**config.mk**
```make
export PLATFORM = sky130hd
export DESIGN_NAME = sdc_ctrl
export DESIGN_NICKNAME = d
export VERILOG_FILES = /design/src/pkg/sdc_pkg.sv /design/src/logic/sdc_clk_gen.sv /design/src/logic/sdc_ctrl.sv
export SDC_FILE = /design/constraint.sdc
export NUM_CORES = 1
export LEC_CHECK = 0
export BUFFER_PORTS_ARGS = -buffer_cell sky130_fd_sc_hd__buf_2
export CORE_MARGIN = 1
export CORE_UTILIZATION = 35
export CTS_CLUSTER_SIZE = 25
export DETAILED_ROUTE_END_ITERATION = 8
export MAX_ROUTING_LAYER = met4
export PLACE_DENSITY_LB_ADDON = 0.1
export SLEW_MARGIN = 0
export SYNTH_ARGS = -nofsm -noshare
export SYNTH_HDL_FRONTEND = slang
export SYNTH_SLANG_ARGS = --single-unit
```
**constraint.sdc**
```tcl
create_clock -name clk_i -period 2.3 [get_ports clk_i]
set_clock_uncertainty 0.1 [all_clocks]
set_input_delay 0.345 -clock clk_i [delete_from_list [all_inputs] [get_ports clk_i]]
set_output_delay 0.345 -clock clk_i [all_outputs]
set_load 0.01 [all_outputs]
```
**src/pkg/sdc_pkg.sv**
```systemverilog
// sdc_pkg: register map, field layout, reset values, command codes and
// state encoding of the memory init / mode / refresh controller.
// assumes a 32-bit classic wishbone register port and a single clock.
package sdc_pkg;

  // register byte offsets
  localparam logic [7:0] SDC_OFF_SYSCTL  = 8'h00; // system_control_zero
  localparam logic [7:0] SDC_OFF_INITCTL = 8'h04; // init_control
  localparam logic [7:0] SDC_OFF_INITTIM = 8'h08; // init_timing
  localparam logic [7:0] SDC_OFF_MODE    = 8'h0c; // mode_word_register
  localparam logic [7:0] SDC_OFF_REFEN   = 8'h10; // refresh_enable_register
  localparam logic [7:0] SDC_OFF_REFCTL  = 8'h14; // refresh_control
  localparam logic [7:0] SDC_OFF_STATUS  = 8'h18; // status, read only

  // field positions
  localparam int SDC_PRC_LSB  = 0;  // precharge_to_refresh_cycles, 3 bits
  localparam int SDC_INIT_REFRESH_RECOVERY_LSB = 4;  // init_refresh_recovery, 3 bits
  localparam int SDC_INIT_REFRESH_COUNT_LSB = 8;  // init_refresh_count, 4 bits
  localparam int SDC_RFC_LSB  = 0;  // refresh_interval_count, 12 bits
  localparam int SDC_REFRESH_RECOVERY_CYCLES_LSB = 16; // refresh_recovery_cycles, 4 bits
  localparam int SDC_A10      = 10; // all-bank select address line

  // field encodings to memory clock cycles
  localparam logic [3:0] SDC_PRC_BASE  = 4'h3; // 000b means 3 cycles
  localparam logic [3:0] SDC_INIT_REFRESH_RECOVERY_BASE = 4'h3; // 001b means 4 cycles
  localparam logic [4:0] SDC_REFRESH_RECOVERY_CYCLES_BASE = 5'h01; // 0011b means 4 cycles

  // reset values
  localparam logic [11:0] SDC_RST_INITTIM = 12'h210;
  localparam logic [11:0] SDC_RST_MODE    = 12'h000;
  localparam logic [11:0] SDC_RST_RFC     = 12'h2ed;
  localparam logic [3:0]  SDC_RST_REFRESH_RECOVERY_CYCLES    = 4'h3;

  // command pins as they travel together
  typedef struct packed {
    logic select_n;
    logic row_n;
    logic col_n;
    logic write_n;
  } sdc_cmd_t;

  localparam sdc_cmd_t SDC_CMD_DESEL = 4'hf;
  localparam sdc_cmd_t SDC_CMD_PALL  = 4'h2;
  localparam sdc_cmd_t SDC_CMD_REF   = 4'h1;
  localparam sdc_cmd_t SDC_CMD_MRS   = 4'h0;
  localparam sdc_cmd_t SDC_CMD_ACT   = 4'h3;
  localparam sdc_cmd_t SDC_CMD_RD    = 4'h5;
  localparam sdc_cmd_t SDC_CMD_WR    = 4'h4;

  // sequencer states, gray along off, idle, precharge wait, init refresh
  typedef enum logic [2:0] {
    SDC_ST_OFF   = 3'h0,
    SDC_ST_IDLE  = 3'h1,
    SDC_ST_PREW  = 3'h3,
    SDC_ST_IREFW = 3'h2,
    SDC_ST_AREFW = 3'h6
  } sdc_state_t;

endpackage : sdc_pkg

```
**src/logic/sdc_clk_gen.sv**
```systemverilog
// sdc_clk_gen: memory clock divider and clock enable sequencing.
// assumes clk_i is the system clock; memory clock runs at half of it.
`timescale 1ns/1ps
`default_nettype none
module sdc_clk_gen #(
  parameter int CKE_WAIT = 2
) (
  input  wire logic clk_i,
  input  wire logic rst_i,
  input  wire logic enable_i,
  output logic      mclk_o,
  output logic      cke_o,
  output logic      run_o,
  output wire logic tick_o
);

  logic [3:0] wait_cnt;

  // tick marks the edge at which the memory clock rises
  assign tick_o = run_o & ~mclk_o;

  // clock toggles while enabled, clock enable follows after a few cycles
  always_ff @(posedge clk_i) begin
    if (rst_i || !enable_i) begin
      mclk_o   <= 1'b0;
      run_o    <= 1'b0;
      cke_o    <= 1'b0;
      wait_cnt <= 4'h0;
    end else begin
      run_o  <= 1'b1;
      mclk_o <= run_o & ~mclk_o;
      if (tick_o && wait_cnt != 4'(CKE_WAIT))
        wait_cnt <= wait_cnt + 4'h1;
      if (tick_o && wait_cnt == 4'(CKE_WAIT))
        cke_o <= 1'b1;
    end
  end

endmodule : sdc_clk_gen
`default_nettype wire

```
**src/logic/sdc_ctrl.sv**
```systemverilog
// sdc_ctrl: memory controller init, mode set and auto refresh sequencer
// with a classic wishbone register slave.
// assumes a single clock; the memory samples pins on memory clock rise.
//
// Local design decisions: the register addresses and register access over Wishbone.
`timescale 1ns/1ps
`default_nettype none
module sdc_ctrl
  import sdc_pkg::*;
#(
  parameter int CKE_WAIT = 2
) (
  input  wire logic        clk_i,
  input  wire logic        rst_i,
  input  wire logic        wb_cyc_i,
  input  wire logic        wb_stb_i,
  input  wire logic        wb_we_i,
  input  wire logic [7:0]  wb_adr_i,
  input  wire logic [3:0]  wb_sel_i,
  input  wire logic [31:0] wb_dat_i,
  output logic [31:0]      wb_dat_o,
  output logic             wb_ack_o,
  output logic             memory_clock_out_o,
  output logic             clock_enable_o,
  output logic             memory_select_n_o,
  output logic             row_strobe_n_o,
  output logic             col_strobe_n_o,
  output logic             write_enable_n_o,
  output logic [11:0]      mem_addr_o
);

  // lane merge for byte enables
  function automatic logic [31:0] sdc_merge(input logic [31:0] old,
                                            input logic [31:0] wd,
                                            input logic [3:0]  sel);
    logic [31:0] r;
    r = old;
    for (int i = 0; i < 4; i++) begin
      if (sel[i]) r[8*i +: 8] = wd[8*i +: 8];
    end
    return r;
  endfunction : sdc_merge

  logic        external_bus_enable;
  logic [11:0] init_timing;
  logic [11:0] mode_word;
  logic        auto_refresh_enable;
  logic        ref_en_q;
  logic [11:0] refresh_interval_count;
  logic [3:0]  refresh_recovery_cycles;
  logic        init_pend;
  logic        mode_pend;
  logic        ref_due;
  logic        init_done;
  logic [11:0] rcnt;
  logic [4:0]  cnt;
  logic [3:0]  left;
  sdc_state_t  state;
  sdc_cmd_t    cmd_q;
  logic        mclk;
  logic        run;
  logic        tick;

  // memory clock and clock enable
  sdc_clk_gen #(.CKE_WAIT(CKE_WAIT)) u_clk (
    .clk_i    (clk_i),
    .rst_i    (rst_i),
    .enable_i (external_bus_enable),
    .mclk_o   (mclk),
    .cke_o    (clock_enable_o),
    .run_o    (run),
    .tick_o   (tick)
  );

  // bus decode
  wire        wb_req   = wb_cyc_i & wb_stb_i;
  wire        wr_fire  = wb_req & wb_we_i & wb_ack_o;
  wire        hit_sys  = wb_adr_i == SDC_OFF_SYSCTL;
  wire        hit_ictl = wb_adr_i == SDC_OFF_INITCTL;
  wire        hit_itim = wb_adr_i == SDC_OFF_INITTIM;
  wire        hit_mode = wb_adr_i == SDC_OFF_MODE;
  wire        hit_ren  = wb_adr_i == SDC_OFF_REFEN;
  wire        hit_rctl = wb_adr_i == SDC_OFF_REFCTL;
  wire        hit_stat = wb_adr_i == SDC_OFF_STATUS;
  wire        init_busy = state == SDC_ST_PREW || state == SDC_ST_IREFW;
  wire        ref_busy  = state == SDC_ST_AREFW;
  wire [31:0] stat_word = {27'h0, mode_pend, ref_busy, init_done,
                           init_busy, clock_enable_o};
  wire [31:0] rd_data =
    hit_sys  ? {31'h0, external_bus_enable} :
    hit_ictl ? {30'h0, init_done, init_pend | init_busy} :
    hit_itim ? {20'h0, init_timing} :
    hit_mode ? {20'h0, mode_word} :
    hit_ren  ? {31'h0, auto_refresh_enable} :
    hit_rctl ? {12'h0, refresh_recovery_cycles, 4'h0,
                refresh_interval_count} :
    hit_stat ? stat_word : 32'h0;
  wire [31:0] wd_m     = sdc_merge(rd_data, wb_dat_i, wb_sel_i);
  wire        wr_init  = wr_fire & hit_ictl & wb_sel_i[0] & wb_dat_i[0];
  wire        wr_mode  = wr_fire & hit_mode & (|wb_sel_i[1:0]);

  // timing fields as memory clock cycle counts
  wire [3:0] prc_cyc  = {1'b0, init_timing[SDC_PRC_LSB +: 3]} + SDC_PRC_BASE;
  wire [3:0] init_refresh_recovery_cyc = {1'b0, init_timing[SDC_INIT_REFRESH_RECOVERY_LSB +: 3]}
                        + SDC_INIT_REFRESH_RECOVERY_BASE;
  wire [3:0] init_refresh_count     = init_timing[SDC_INIT_REFRESH_COUNT_LSB +: 4];
  wire [3:0] init_refresh_count_eff = (init_refresh_count == 4'h0) ? 4'h1 : init_refresh_count;
  wire [4:0] refresh_recovery_cycles_cyc = {1'b0, refresh_recovery_cycles} + SDC_REFRESH_RECOVERY_CYCLES_BASE;

  // register writes take effect at the acknowledged edge
  always_ff @(posedge clk_i) begin
    if (rst_i) begin
      external_bus_enable     <= 1'b0;
      init_timing             <= SDC_RST_INITTIM;
      mode_word               <= SDC_RST_MODE;
      auto_refresh_enable     <= 1'b0;
      refresh_interval_count  <= SDC_RST_RFC;
      refresh_recovery_cycles <= SDC_RST_REFRESH_RECOVERY_CYCLES;
    end else if (wr_fire) begin
      if (hit_sys)  external_bus_enable <= wd_m[0];
      if (hit_itim) init_timing <= wd_m[11:0];
      if (hit_mode) mode_word <= wd_m[11:0];
      if (hit_ren)  auto_refresh_enable <= wd_m[0];
      if (hit_rctl) begin
        refresh_interval_count  <= wd_m[SDC_RFC_LSB +: 12];
        refresh_recovery_cycles <= wd_m[SDC_REFRESH_RECOVERY_CYCLES_LSB +: 4];
      end
    end
  end

  // bus answer: ack one cycle after the request, read data with it
  always_ff @(posedge clk_i) begin
    if (rst_i) begin
      wb_ack_o <= 1'b0;
      wb_dat_o <= 32'h0;
    end else begin
      wb_ack_o <= wb_req & ~wb_ack_o;
      if (wb_req && !wb_ack_o) wb_dat_o <= rd_data;
    end
  end

  // sequencer next-state and command choice
  sdc_state_t  next_state;
  sdc_cmd_t    next_cmd;
  logic [11:0] next_addr;
  logic [4:0]  next_cnt;
  logic [3:0]  next_left;
  logic        take_init;
  logic        take_mode;
  logic        take_ref;
  logic        set_done;

  always_comb begin
    next_state = state;
    next_cmd   = SDC_CMD_DESEL;
    next_addr  = mem_addr_o;
    next_cnt   = cnt;
    next_left  = left;
    take_init  = 1'b0;
    take_mode  = 1'b0;
    take_ref   = 1'b0;
    set_done   = 1'b0;
    if (!run) begin
      next_state = SDC_ST_OFF;
    end else if (tick) begin
      case (state)
        SDC_ST_OFF: next_state = SDC_ST_IDLE;
        SDC_ST_IDLE: begin
          if (init_pend) begin
            next_cmd   = SDC_CMD_PALL;
            next_addr  = 12'h0;
            next_addr[SDC_A10] = 1'b1;
            next_cnt   = {1'b0, prc_cyc - 4'h1};
            next_left  = init_refresh_count_eff;
            take_init  = 1'b1;
            next_state = SDC_ST_PREW;
          end else if (mode_pend) begin
            next_cmd  = SDC_CMD_MRS;
            next_addr = mode_word;
            take_mode = 1'b1;
          end else if (auto_refresh_enable && ref_due) begin
            next_cmd   = SDC_CMD_REF;
            next_cnt   = refresh_recovery_cycles_cyc - 5'h01;
            take_ref   = 1'b1;
            next_state = SDC_ST_AREFW;
          end
        end
        SDC_ST_PREW, SDC_ST_IREFW: begin
          if (cnt != 5'h0) begin
            next_cnt = cnt - 5'h01;
          end else if (left != 4'h0) begin
            next_cmd   = SDC_CMD_REF;
            next_cnt   = {1'b0, init_refresh_recovery_cyc - 4'h1};
            next_left  = left - 4'h1;
            next_state = SDC_ST_IREFW;
          end else begin
            set_done   = 1'b1;
            next_state = SDC_ST_IDLE;
          end
        end
        SDC_ST_AREFW: begin
          if (cnt != 5'h0) next_cnt = cnt - 5'h01;
          else next_state = SDC_ST_IDLE;
        end
        default: next_state = SDC_ST_IDLE;
      endcase
    end
  end

  // pins move on the edge that raises the memory clock, or on any edge while the memory clock is stopped
  always_ff @(posedge clk_i) begin
    if (rst_i) begin
      state      <= SDC_ST_OFF;
      cmd_q      <= SDC_CMD_DESEL;
      mem_addr_o <= 12'h0;
      cnt        <= 5'h0;
      left       <= 4'h0;
    end else begin
      state <= next_state;
      cnt   <= next_cnt;
      left  <= next_left;
      if (tick || !run) begin
        cmd_q      <= next_cmd;
        mem_addr_o <= next_addr;
      end
    end
  end

  assign memory_clock_out_o = mclk;

  // pin outputs straight from the command flops
  always_comb begin
    memory_select_n_o = cmd_q.select_n;
    row_strobe_n_o    = cmd_q.row_n;
    col_strobe_n_o    = cmd_q.col_n;
    write_enable_n_o  = cmd_q.write_n;
  end

  // pending flags: a new set wins over a same-cycle take
  always_ff @(posedge clk_i) begin
    if (rst_i) begin
      init_pend <= 1'b0;
      mode_pend <= 1'b0;
      init_done <= 1'b0;
    end else begin
      init_pend <= wr_init | (init_pend & ~take_init);
      mode_pend <= wr_mode | (mode_pend & ~take_mode);
      init_done <= set_done | (init_done & ~take_init);
    end
  end

  // refresh interval timer: due on the last tick, never on the take itself
  wire rcnt_hit = tick & ~take_ref & (rcnt <= 12'h001);
  always_ff @(posedge clk_i) begin
    if (rst_i) begin
      ref_en_q <= 1'b0;
      ref_due  <= 1'b0;
      rcnt     <= 12'h0;
    end else begin
      ref_en_q <= auto_refresh_enable;
      ref_due  <= auto_refresh_enable & ((~ref_en_q) | rcnt_hit
                  | (ref_due & ~take_ref));
      if (take_ref) rcnt <= refresh_interval_count;
      else if (tick && rcnt != 12'h0) rcnt <= rcnt - 12'h001;
    end
  end

  // assertion helpers: ticks since last command, init refresh tally
  logic [7:0] since;
  logic [3:0] tally;
  logic       last_per;
  wire        fire = tick & run & (next_cmd != SDC_CMD_DESEL);
  always_ff @(posedge clk_i) begin
    if (rst_i) begin
      since    <= 8'h0;
      tally    <= 4'h0;
      last_per <= 1'b0;
    end else begin
      if (fire) since <= 8'h01;
      else if (tick && since != 8'hff) since <= since + 8'h01;
      if (fire) last_per <= take_ref;
      if (take_init) tally <= 4'h0;
      else if (fire && next_cmd == SDC_CMD_REF && state != SDC_ST_IDLE)
        tally <= tally + 4'h1;
    end
  end

  a_cmd_on_rise: assert property (@(posedge clk_i) disable iff (rst_i)
    !$stable(cmd_q) && run |-> memory_clock_out_o)
    else $error("command changed away from memory clock rise");

  a_cke_after_clk: assert property (@(posedge clk_i) disable iff (rst_i)
    $rose(clock_enable_o) |-> $past(run) && external_bus_enable)
    else $error("clock enable rose without running clock");

  a_idle_deselect: assert property (@(posedge clk_i) disable iff (rst_i)
    tick && state == SDC_ST_IDLE && !init_pend && !mode_pend && !ref_due
    |=> cmd_q == SDC_CMD_DESEL)
    else $error("idle sequencer drove a command");

  a_init_precharge: assert property (@(posedge clk_i) disable iff (rst_i)
    tick && run && state == SDC_ST_IDLE && init_pend
    |=> cmd_q == SDC_CMD_PALL && mem_addr_o[SDC_A10] ##1 init_busy)
    else $error("init request did not start with all-bank precharge");

  a_prc_gap: assert property (@(posedge clk_i) disable iff (rst_i)
    fire && state == SDC_ST_PREW |-> since == {4'h0, prc_cyc})
    else $error("precharge to refresh gap wrong");

  a_init_refresh_recovery_gap: assert property (@(posedge clk_i) disable iff (rst_i)
    fire && state == SDC_ST_IREFW |-> since == {4'h0, init_refresh_recovery_cyc})
    else $error("init refresh recovery wrong");

  a_init_count: assert property (@(posedge clk_i) disable iff (rst_i)
    set_done |-> tally == init_refresh_count_eff ##1 init_done)
    else $error("init refresh count wrong");

  a_mrs_value: assert property (@(posedge clk_i) disable iff (rst_i)
    fire && next_cmd == SDC_CMD_MRS
    |=> cmd_q == SDC_CMD_MRS && mem_addr_o == mode_word)
    else $error("mode register set lost the mode word");

  a_refresh_start: assert property (@(posedge clk_i) disable iff (rst_i)
    $rose(auto_refresh_enable) |=> ref_due)
    else $error("refresh enable did not request a refresh");

  a_ref_recovery: assert property (@(posedge clk_i) disable iff (rst_i)
    fire && last_per |-> since > {3'h0, refresh_recovery_cycles_cyc})
    else $error("command inside refresh recovery");

  a_no_access: assert property (@(posedge clk_i) disable iff (rst_i)
    cmd_q != SDC_CMD_ACT && cmd_q != SDC_CMD_RD && cmd_q != SDC_CMD_WR)
    else $error("access command issued");

endmodule : sdc_ctrl
`default_nettype wire

```
==> impl_metrics.ini <==
[clocking]
clockBufferDepth = 2
clkTransAtPathRegs_ns = 0.07
root_buffer = sky130_fd_sc_hd__clkbuf_16
cts.sinks = 110
clkLatencyLatePin_ns = 0.36
cts_hold_buffers = 0
cts_tree = built
h_tree_lvl_count = 3
numCtsBuffers = 9

[synth]
post_synth_num_cell_types = 67
synth.yosys.warnings = 0
dominant_synthesized_flop_cell = sky130_fd_sc_hd__dfxtp_1
syn_avg_cell_area_um2 = 8.32
synthDominantCellAreaShare_pct = 39.6
post-synth-top-area-cell = sky130_fd_sc_hd__dfxtp_1
seq_cells_post_synth = 110
synth-edff-count = 0
synth_async_sr_flop_share_pct = 0
synth.cell_area_mm2 = 0.00556
top_post_synthesis_cells_by_area = sky130_fd_sc_hd__dfxtp_1, sky130_fd_sc_hd__a21oi_1, sky130_fd_sc_hd__nor2_1
seq_area_frac_synth_pct = 39.6
syn-instance-count = 668

[setup_path]
cp-start-kind = flip-flop
cpPeakStageDelay_ns = 0.38
crit_type = reg -> reg
crit_required_ns = 2.49
cp_max_fo = 8
critPathSlowestCell = sky130_fd_sc_hd__or3_1
crit_chain = inv_1 -> ha_1 -> nor4b_2 -> buf_4 -> nand3_1 -> a21o_1 -> or3_1 -> a31oi_1
timing.critical_path.arrival_ns = 2.30
worstSetupEndpointType = flip-flop

[layout]
insertedDiodeCount = 0
stdcell_area_mm2 = 0.00670
seq_area_mm2 = 0.00220
final_core_utilization_pct = 43.6
nets = 822
flow.area_growth_from_synthesis_pct = 20.5
post_route_cells_drive_above_1_share_pct = 21.2
multi_input_area_mm2 = 0.00307
n_fill_cell = 1566

[power]
p_clk_share_pct = 43.1
totalPowerFinal_uw = 3760
max-vdd-ir-drop_v = 0.000442
power_report.internal_total_uw = 2850
power.static_leakage_uw = 0.00258
comb_power_share_pct = 5.9
power.share.sequential_pct = 51.0
pwr_density_cell_mw_per_mm2 = 561
power_switching_share_pct = 24.2
switching_power_uw = 910

[timing]
timing_worst_slew_pin_value_ns = 0.806
timing.final.hold_violations = 0
setup_tns_final_ns = 0
rsz0062_at_grt = false
timing.final.setup_violations = 0
maxClockFrequency_mhz = 475
final.min_clock_period_ns = 2.11
final_cycle_share_pct = 91.6
final-max-slew-violation-count = 0
maxSlewHeadroom_pct = 46.1

[detailed_routing]
wl_um = 17200
detailedRoute.firstIterationViolations = 383
detailroute.via_count = 5291
antenna_violating_nets_post_route = 0
drc_errors = 0
vias_per_cell = 5.40
drt-pass1-iter-count = 5
post_drt_wl_per_cell_um = 17.6

[grt]
pin_count_of_the_biggest_net_entering_global_routing = 41
grt_pass1_vias = 5064
globalRoute.totalOverflow = 0
grt_total_usage_pct = 22.5
antenna_found_initial = 0
wire_length_of_the_first_global_routing_pass_um = 27000

[floorplan]
design.die.area_mm2 = 0.0164
core.rowCount = 45
core_region_area_mm2 = 0.0154
initial_utilization_pct = 36.2
ioPinCount = 100
die_width_um = 128
floorplan_die_height_um = 128

[place]
final_replace_weighted_congestion = 0.863
port-buffer-count = 66
dp.final_hpwl_um = 13400
place_area_mm2 = 0.00634

[run]
maxCapViolations = 0

[min_path]
min_path_type = in -> reg

[status]
status = complete, no violations
-- timing repair --
action / in CTS / in global routing
setup buffers: 0 / 3
resized for setup: 0 / 3
endpoints found under the setup margin: 0 / 7
-- cells in the final DEF (no fill, tap or decap), drive strengths merged, types with 5 or more instances in the layout --
| cell type | n |
|---|---|
| nand3 | 26 |
| clkbuf | 9 |
| a222oi | 5 |
| a32o | 9 |
| nand4 | 6 |
| nand2b | 22 |
| a211oi | 16 |
| a22oi | 16 |
| nor4b | 6 |
| o21ai | 38 |
| and2 | 5 |
| dfxtp | 110 |
| nor2 | 74 |
| nand2 | 62 |
| inv | 23 |
| conb | 16 |
| nor3 | 17 |
| o32ai | 7 |
| a21o | 8 |
| nor4 | 6 |
| a21oi | 55 |
| buf | 122 |
| nand3b | 6 |
| mux2i | 10 |
| ha | 10 |
| o211ai | 6 |
| nor3b | 8 |
-- flip-flops by register name, summed over array words and instances, names as in the netlist, 3 cells and up --
register and flops:
init_timing 12, mem_addr_o 12, wb_dat_o 16, refresh_interval_count 12, refresh_recovery_cycles 4, cnt 5
u_clk.wait_cnt 4, rcnt 12, state 3, mode_word 12, left 4
-- power groups by stage --
stage	logic [µW]	registers, µW	clock network, µW
finish	221	1920	1620
global route	241	1920	1740
CTS	219	1920	1670
detailed placement	219	1960	0
global placement	218	1960	0
floorplan	133	1960	0
-- logic make-up after synthesis --
logic type      Yosys count  synth area share, %
other cells               1               0.0675
flops                   110                 39.6
fa+ha+maj                10                 2.25
buf+inv                  73                 6.53
mux                      13                 2.41
xor+xnor                  2                0.315
compound gates          202                 24.5
simple gates            257                 24.3
-- cell type report --
class | count | share of cell area, %
clock buffers | 9 | 3.36
clock inverters | 7 | 1.20
inverters | 20 | 1.12
multi-input cells | 500 | 45.9
flip-flops and latches | 110 | 32.9
well taps | 211 | 3.94
repair buffers | 122 | 11.6
-- stage by stage --
stage,std cells,hold slack [ns],setup slack [ns]
after floorplan,683,0.285,0.251
after detailed placement,960,0.312,0.00921
after global routing,979,0.152,0.00580
final,979,0.123,0.194
after CTS,976,0.112,0.0587
after global placement,960,0.292,0.0300
-- critical path, delay by kind of cell, from the launching register on --
family,cells,cell delay [ns]
adders and majority gates,1,0.22
and+or+nand+nor,3,0.69
DFF,1,0.34
buffers and inverters,2,0.26
AOI/OAI and AO/OA,2,0.42
-- routing by layer --
layer / routed length, µm / part of all wire [%] / up-vias / GRT usage (%)
met1: 7680 / 45 / 2532 / 27.8
met4: 501 / 2.9 / 0 / 10.0
met5: 0 / 0 / - / -
met2: 8300 / 48 / 124 / 36.5
met3: 718 / 4.2 / 25 / 3.17
li1: - / - / 2610 / -
-- final timing paths --
path                      from  slack (ns)  depth (start not counted)                    endpoint
hold reg to reg       ref_en_q        0.32                          1                     ref_due
setup reg to reg        cnt[0]        0.19                          8                     left[0]
setup / recovery        cnt[0]        0.19                          8                     left[0]
hold / removal    wb_dat_i[19]        0.12                          3  refresh_recovery_cycles[3]
-- synthesized netlist by cell type, types with 4 or more instances --
library cell	count
sky130_fd_sc_hd__buf_4	17
sky130_fd_sc_hd__a31oi_1	4
sky130_fd_sc_hd__dfxtp_1	110
sky130_fd_sc_hd__ha_1	10
sky130_fd_sc_hd__nand2_1	62
sky130_fd_sc_hd__a32o_1	9
sky130_fd_sc_hd__nand2b_1	22
sky130_fd_sc_hd__o32ai_1	7
sky130_fd_sc_hd__buf_2	8
sky130_fd_sc_hd__nor3_1	14
sky130_fd_sc_hd__and2_1	5
sky130_fd_sc_hd__a21oi_1	55
sky130_fd_sc_hd__clkbuf_1	25
sky130_fd_sc_hd__a31o_2	4
sky130_fd_sc_hd__a211oi_1	16
sky130_fd_sc_hd__o211ai_1	6
sky130_fd_sc_hd__nor2_1	73
sky130_fd_sc_hd__nand3b_1	6
sky130_fd_sc_hd__or3_1	4
sky130_fd_sc_hd__nand4_1	6
sky130_fd_sc_hd__a21o_1	8
sky130_fd_sc_hd__o21ai_0	35
sky130_fd_sc_hd__o2111ai_1	4
sky130_fd_sc_hd__inv_1	20
sky130_fd_sc_hd__a222oi_1	5
sky130_fd_sc_hd__nor4_1	4
sky130_fd_sc_hd__nor3b_1	8
sky130_fd_sc_hd__mux2i_1	10
sky130_fd_sc_hd__nand3_1	26
sky130_fd_sc_hd__a22oi_1	16
Note: power is estimated with default switching activity, not from simulation.
